[config.mk]
export PLATFORM = sky130hd
export DESIGN_NAME = trf_formatter
export DESIGN_NICKNAME = d
export VERILOG_FILES = /design/src/core/trf_pkg.sv /design/src/core/trf_byte_coder.sv /design/src/core/trf_formatter.sv
export SDC_FILE = /design/constraint.sdc
export NUM_CORES = 1
export LEC_CHECK = 0
export ABC_AREA = 1
export BUFFER_PORTS_ARGS = -buffer_cell sky130_fd_sc_hd__buf_2
export CORE_ASPECT_RATIO = 1.1
export CORE_UTILIZATION = 46
export CTS_CLUSTER_DIAMETER = 200
export CTS_CLUSTER_SIZE = 8
export DETAILED_ROUTE_END_ITERATION = 6
export PLACE_DENSITY_LB_ADDON = 0.05
export SLEW_MARGIN = 20
export SYNTH_ARGS = -nofsm -noshare
export SYNTH_HDL_FRONTEND = slang
export SYNTH_HIERARCHICAL = 1
export SYNTH_SLANG_ARGS = --single-unit
[constraint.sdc]
create_clock -name sys_clk -period 1.2 [get_ports sys_clk]
set_input_delay 0.06 -clock sys_clk [delete_from_list [all_inputs] [get_ports sys_clk]]
set_output_delay 0.06 -clock sys_clk [all_outputs]
set_load 0.05 [all_outputs]
[src/core/trf_pkg.sv]
// Package of constants for the temperature result formatter.
package trf_pkg;
	// Raw conversion result: signed, one count is one sixteenth of a degree.
	localparam int unsigned TRF_RAW_W      = 16;
	localparam int unsigned TRF_PREC_BITS  = 12;
	localparam int unsigned TRF_FRAC_BITS  = 4;
	localparam int unsigned TRF_BYTE_W     = 8;
	// Integer byte codes and range limits in whole degrees.
	localparam logic [7:0]  TRF_STD_MIN    = 8'h00;
	localparam logic [7:0]  TRF_STD_MAX    = 8'h7F;
	localparam logic [11:0] TRF_EXT_OFFSET = 12'h040;
	localparam logic [7:0]  TRF_EXT_MAX    = 8'hFF;
	localparam logic [7:0]  TRF_HI_RESET   = 8'h00;
	localparam logic [7:0]  TRF_LO_RESET   = 8'h00;
	localparam logic [3:0]  TRF_LO_PAD     = 4'h0;
	// Position of the range select bit in the configuration byte.
	localparam int unsigned TRF_CFG_RANGE_BIT = 2;
	localparam logic        TRF_RANGE_RESET   = 1'b0;
	// Channel selection on the conversion result port.
	typedef enum logic [0:0] {
		TRF_CH_LOCAL  = 1'b0,
		TRF_CH_REMOTE = 1'b1
	} trf_chan_e;
endpackage : trf_pkg

[src/core/trf_byte_coder.sv]
// Combinational coder from a raw result to integer and fraction bytes.
`timescale 1ns/10ps
module trf_byte_coder (
	input  wire logic [trf_pkg::TRF_RAW_W-1:0]  raw,
	input  wire logic                           ext_range,
	output logic      [trf_pkg::TRF_BYTE_W-1:0] hi_byte,
	output logic      [trf_pkg::TRF_BYTE_W-1:0] lo_byte
);
	import trf_pkg::*;

	logic signed [11:0] whole;
	logic signed [12:0] shifted;

	// Integer part is floor of raw/16, so the fraction is always non-negative.
	always_comb begin
		whole   = raw[15:4];
		shifted = {whole[11], whole} + {1'b0, TRF_EXT_OFFSET};
		if (ext_range) begin
			if (shifted < 0)
				hi_byte = 8'h00;
			else if (shifted > 13'sh0FF)
				hi_byte = TRF_EXT_MAX;
			else
				hi_byte = shifted[7:0];
		end else begin
			if (whole < 0)
				hi_byte = TRF_STD_MIN;
			else if (whole > 12'sh07F)
				hi_byte = TRF_STD_MAX;
			else
				hi_byte = whole[7:0];
		end
		// Below zero in standard range the whole value reads zero, fraction too.
		if (!ext_range && whole < 0)
			lo_byte = TRF_LO_RESET;
		else if (!ext_range && whole > 12'sh07F)
			lo_byte = TRF_LO_RESET;
		else
			lo_byte = {raw[3:0], TRF_LO_PAD};
	end
endmodule : trf_byte_coder

[src/core/trf_formatter.sv]
// Temperature result formatter: stores coded local and remote results.
// Functional notes
// Results carry 12-bit precision, sixteenth-degree steps.
// Standard range stores negatives as zero.
// Standard range saturates above 127 at 7Fh.
// Configuration bit 2 high selects extended coding.
// Range change applies from next conversion only.
// Extended integer byte is temperature plus 64.
// Extended span clamps at minus 64 and 191.
// Integer byte weighs one degree per count.
// Fraction nibble left-justified, low nibble zero.
// Both bytes of a channel update together.
`timescale 1ns/10ps
module trf_formatter (
	input  wire logic                           sys_clk,
	input  wire logic                           rst,
	input  wire logic                           clk_en,
	input  wire logic [trf_pkg::TRF_BYTE_W-1:0] cfg_byte,
	input  wire logic                           conv_start,
	input  wire logic                           conv_done,
	input  wire trf_pkg::trf_chan_e             conv_chan,
	input  wire logic [trf_pkg::TRF_RAW_W-1:0]  conv_raw,
	output logic      [trf_pkg::TRF_BYTE_W-1:0] local_hi,
	output logic      [trf_pkg::TRF_BYTE_W-1:0] local_lo,
	output logic      [trf_pkg::TRF_BYTE_W-1:0] remote_hi,
	output logic      [trf_pkg::TRF_BYTE_W-1:0] remote_lo,
	output logic                                ext_active
);
	import trf_pkg::*;

	logic       range_r;
	logic       range_nxt;
	logic [7:0] lh_r, ll_r, rh_r, rl_r;
	logic [7:0] lh_nxt, ll_nxt, rh_nxt, rl_nxt;
	logic [7:0] code_hi;
	logic [7:0] code_lo;

	// Lets one check cover both channels by picking the byte that the done pulse
	// addressed. A channel mix-up in the store path then shows as a mismatch.
	function automatic logic [7:0] trf_pick(
		input trf_chan_e  ch,
		input logic [7:0] loc,
		input logic [7:0] rem
	);
		return (ch == TRF_CH_LOCAL) ? loc : rem;
	endfunction : trf_pick

	// The range in force is latched at conversion start, so a change made
	// mid-conversion cannot mix codings within one stored result.
	always_comb begin
		range_nxt = range_r;
		if (conv_start)
			range_nxt = cfg_byte[TRF_CFG_RANGE_BIT];
	end

	trf_byte_coder u_coder (
		.raw       (conv_raw),
		.ext_range (range_r),
		.hi_byte   (code_hi),
		.lo_byte   (code_lo)
	);

	// Stored bytes change only when a conversion of that channel completes.
	always_comb begin
		lh_nxt = lh_r;
		ll_nxt = ll_r;
		rh_nxt = rh_r;
		rl_nxt = rl_r;
		if (conv_done) begin
			if (conv_chan == TRF_CH_LOCAL) begin
				lh_nxt = code_hi;
				ll_nxt = code_lo;
			end else begin
				rh_nxt = code_hi;
				rl_nxt = code_lo;
			end
		end
	end

	// Range register; the clock enable freezes it while low.
	always_ff @(posedge sys_clk or posedge rst) begin
		if (rst) begin
			range_r <= TRF_RANGE_RESET;
		end else if (clk_en) begin
			range_r <= range_nxt;
		end
	end

	// Result byte registers. A done pulse that arrives while the clock enable
	// is low is dropped, not stored late, so a frozen block never shows a
	// result out of order with the conversions that produced it.
	always_ff @(posedge sys_clk or posedge rst) begin
		if (rst) begin
			lh_r <= TRF_HI_RESET;
			ll_r <= TRF_LO_RESET;
			rh_r <= TRF_HI_RESET;
			rl_r <= TRF_LO_RESET;
		end else if (clk_en) begin
			lh_r <= lh_nxt;
			ll_r <= ll_nxt;
			rh_r <= rh_nxt;
			rl_r <= rl_nxt;
		end
	end

	assign local_hi   = lh_r;
	assign local_lo   = ll_r;
	assign remote_hi  = rh_r;
	assign remote_lo  = rl_r;
	assign ext_active = range_r;
endmodule : trf_formatter

* After elaboration in Yosys (flattened, before gate mapping)
Index checks and enable logic that the tools add are counted.
** Storage, ports and cells
- Output and inout bits :: 33
- Input bits :: 30
- Bits in registers :: 33
** Cells by class
- $add $sub $neg :: 1
- Mux-type cells :: 7
- Bitwise logic cells :: 1
- Order comparisons :: 4
- Reductions and logical operators :: 6
** Operators with widths (count)
- two-way mux 8 bit :: 7
- adder 12 x 8 -> 13 bit, second input constant :: 1
- > comparator 13 x 9 -> 1 bit, second input constant :: 1
- less-than comparator 13 x 1 -> 1 bit, second input constant :: 1
- > comparator 12 x 8 -> 1 bit, second input constant :: 1
- less-than comparator 12 x 1 -> 1 bit, second input constant :: 1
- AND reduction 3 bit :: 2
- logical AND 1 bit :: 2
- AND reduction 2 bit :: 1
- zero test 1 bit :: 1
- inverter 1 bit :: 1

* Logic depth before layout (Yosys ltp)
- Depth after elaboration :: 5
- Mapped depth :: 11

* Cells and area by module
Netlist, hierarchy kept.
** By module, submodules not included
- trf_formatter :: cells an instance 150, instances 1, area an instance 1428.9 µm², sequential area each 825.8 µm²
- trf_byte_coder :: cells an instance 88, instances 1, area an instance 452.9 µm², sequential area each 0.0 µm²

* Worst setup path after synthesis
OpenSTA, ideal clock, no wires.
- Path kind :: flip-flop to flip-flop
- Start :: register range_r, in the netlist ext_active
- End :: register ll_r[7], in the netlist local_lo[7]
- Buffers on the path :: 0
- Cell stages (with the launch flop) :: 6
- Clock period less this slack :: 1.422 ns
- Setup slack :: -0.222 ns
- Arrival time :: 1.302 ns
- Library setup time :: 0.119 ns
- Cell sequence :: dfrtp_1 nor2_1 nand2_1 and3_1 nand4_1 nand2_1
** On the way
- Longest elaborated chain between the ends :: 4
- Elaborated cells on any way between the ends :: 5
- Those cells by class :: mux (2); reduce/logical (3)
** RTL lines
- start, declared :: line trf_formatter.sv:31 : logic range_r;
- start signal, assigned :: line trf_formatter.sv:85 : range_r <= range_nxt;
- zero test 1 bit * :: line trf_byte_coder.sv:34, trf_byte_coder.sv:36
- logical AND 1 bit :: line trf_byte_coder.sv:36 : else if (!ext_range && whole > 12'sh07F)
- two-way mux 8 bit :: line trf_byte_coder.sv:36
- two-way mux 8 bit * :: line trf_byte_coder.sv:34 : if (!ext_range && whole < 0)
- net code_lo[7] :: line trf_formatter.sv:36 : logic [7:0] code_lo;
- end signal, assigned :: line trf_formatter.sv:100 : ll_r <= ll_nxt;
- end, declared :: line trf_formatter.sv:33 : logic [7:0] lh_r, ll_r, rh_r, rl_r;
The timed path passes the listed nets; every way through them passes the cells marked *.
A chain may end at the register's enable or synchronous reset.

* Worst setup path in the final report
- Start :: input conv_raw[10] in the netlist's numbering
- End :: register rh_r[6], in the netlist remote_hi[6]
** On the way
- Longest elaborated chain between the ends :: 5
- Elaborated cells on any way between the ends :: 10
- Those cells by class :: add/sub (1); order compare (4); mux (5)
** RTL lines
- start, declared :: line trf_formatter.sv:22 : input wire logic [trf_pkg::TRF_RAW_W-1:0] conv_raw,
- adder 12 x 8 -> 13 bit :: line trf_byte_coder.sv:17 : shifted = {whole[11], whole} + {1'b0, TRF_EXT_OFFSET};
- > comparator 13 x 9 -> 1 bit :: line trf_byte_coder.sv:21 : else if (shifted > 13'sh0FF)
- two-way mux 8 bit :: line trf_byte_coder.sv:21
- two-way mux 8 bit :: line trf_byte_coder.sv:19 : if (shifted < 0)
- two-way mux 8 bit * :: line trf_byte_coder.sv:18 : if (ext_range) begin
- net code_hi[6] :: line trf_formatter.sv:35 : logic [7:0] code_hi;
- end signal, assigned :: line trf_formatter.sv:101 : rh_r <= rh_nxt;
- end, declared :: line trf_formatter.sv:33
Marks and branches as above.

==> reports/qor.yml <==
syn_area_um2: 1880
cts_max_path_buffers: 2
layout_common_cells: "nand2_1, buf_2, nand4_1"
yosys.area.top_type_share_pct: 43.9
hpwl_um: 3390
synth_seq_area_share_pct: 43.9
cp-end-kind: "flop"
setup_ws_ps: 32.2
design.core.area_um2: 3930
htreeDepth: 2
clk-insertion-delay-late_ps: 290
track_usage_pct: 22.1
synth_edf_count: 0
hold_path_startpoint: "cfg_byte[2]"
leakagePower_nw: 1.36
finalHoldViolCount: 0
ys_ff_latch: 33
crit_chain: "buf_8 -> inv_4 -> ha_4 -> nor2_1 -> nand3_1 -> nand2_2 -> nor2_4 -> nand3_2 -> nand2_2 -> nand2_2 -> nand4_1 -> nand2_1"
period_needed_ps: 1170
dpl_cell_area_um2: 2290
max_freq_ghz: 0.856
setup_viol: 0
critPathLaunch: "conv_raw[10]"
grt_pass1_wl_um: 7550
grt_antenna_before_repair: 0
cp.required_ps: 1370
io_buffers: 55
grt_overflow: 0
ys_top_cells_by_area: "dfrtp_1, nand2_1, nand4_1, nand3_1, buf_4"
num_vias: 1847
slowest_stage: "nor2_4"
synthCells: 238
drive_above_1_share_pct: 36.9
worstSetupStartpointType: "input port"
arrival_ps: 1340
dieArea_um2: 4350
crit_top_cell: "nand2_2"
path_buf_inv: 2
drtPass1Iterations: 4
fp.dieH_um: 69.1
path_max_fanout: 8
clkSinkCount: 33
syn_avg_cell_area_um2: 7.91
drv_cap: 0
antennaDiodeCount: 0
drc: 0
die_x_um: 63.0
place_congestion: 0.926
cts_tree: "built"
synthFlopType: "dfrtp_1"
mostFrequentLayoutCell: "nand2_1"
ir_worst_vdd_v: 0.000871
holdWs_ps: 30.3
synth_largest_area_cell: "dfrtp_1"
status: "complete, no violations"
finalCritPeriodShare_pct: 97.3
area_growth_pct: 32.3
drt_iter0_markers: 100
yosysWarningCount: 6
power_mw: 3.71
slew_violations: 0
critPathTopFamily: "simple AND/OR/NAND/NOR gates"
grt_start_max_net_pins: 34
fin_area_um2: 2490
cts_made_buffers: 5
io_pins: 63
p_per_area_nw_per_um2: 1490
rows: 24
skew_ps: 10.6
clock-root-buffer: "clkbuf_8"
max_stage_delay_ps: 280
ys_types: 26
cts.clk_slew.worst_paths_ps: 70
reg2reg_from: "ext_active$_DFFE_PP0P_"
final_nets: 341
synthArstFlopShare_pct: 100
final_antenna_net_count: 0
drt-total-wl_um: 4690
post_drt_wl_per_cell_um: 13.0
hp-class: "in2reg"
vias_per_cell: 5.12
preCtsSetupSlack_ps: -228
path_class: "in2reg"
grt_pass1_vias: 1665
start_util_pct: 47.8
-- stage by stage --
| stage | util (%) | TNS [ps] | std cells |
|---|---|---|---|
| after floorplan | - | -269 | 241 |
| after global placement | 58.3 | -3730 | 352 |
| after detailed placement | 58.3 | -4370 | 352 |
| after CTS | 60.8 | 0 | 361 |
| after global routing | 63.3 | -109 | 361 |
| final | 63.3 | 0 | 361 |
-- report_power, final --
group | leakage, nW | switching [mW] | internal [mW]
Combinational | 0.900 | 1.12 | 0.376
Sequential | 0.420 | 0.104 | 1.30
Clock | 0.0439 | 0.412 | 0.400
-- layer usage --
layer,global-route usage [%],share of wire [%]
met1,28.8,45
met2,35.8,50
met3,4.47,4.5
met4,8.53,1.3
met5,0,0
-- kinds of logic (layout without fill, tap and decap cells) --
family,after synthesis,count (layout),synth area share [%]
adders and majority gates,3,3,1.99
DFF,33,33,43.9
AOI/OAI and AO/OA,9,9,2.59
xor gates and xnor gates,1,1,0.466
buffers and inverters,30,98,9.57
and+or+nand+nor,161,161,41.3
other,1,4,0.199
-- state kept, by name, indices dropped and copies added (netlist names) --
signal      count
local_lo        8
local_hi        8
remote_hi       8
remote_lo       8
ext_active      1
-- path summary, 6_finish.rpt --
| path | endpoint | slack (ps) | cells past startpoint |
|---|---|---|---|
| min reg2reg | local_lo[2]$_DFFE_PP0P_ | 460 | 2 |
| max in group asynchronous | ext_active$_DFFE_PP0P_ | 470 | 4 |
| min in group asynchronous | local_hi[1]$_DFFE_PP0P_ | 400 | 4 |
| max reg2reg | remote_hi[6]$_DFFE_PP0P_ | 60 | 6 |
| min | ext_active$_DFFE_PP0P_ | 30 | 3 |
| max | remote_hi[6]$_DFFE_PP0P_ | 30 | 12 |
-- synth_stat cells (3+ instances only) --
master	n
nand2_1	95
nand4_1	36
dfrtp_1	33
inv_1	12
nand3_1	12
buf_4	7
o21ai_0	7
buf_2	6
nor2_1	5
and3_1	4
ha_1	3
-- worst register-to-register path, stage by stage, from the launching register on --
cell	delay [ps]
dfrtp_2	430
nor2_4	120
buf_4	150
o21ai_0	90
nand2_2	110
nand4_1	100
nand2_1	80
-- layout make-up --
class / instances / area, um2
fillers: 386 / 1440
multi-input cells: 178 / 967
flip-flops and latches: 33 / 827
repair buffers: 77 / 488
clock buffers: 5 / 68.8
well taps: 52 / 65.1
inverters: 13 / 56.3
clock inverters: 3 / 17.5
-- timing repair --
action | 4_1_cts | 5_1_grt
endpoints found under the setup margin | 0 | 17
hold endpoints to repair | 33 | 0
setup buffers | 0 | 0
resized for setup | 0 | 29
hold buffers | 1 | 0
No activity file was read; power rests on OpenSTA's default activity.
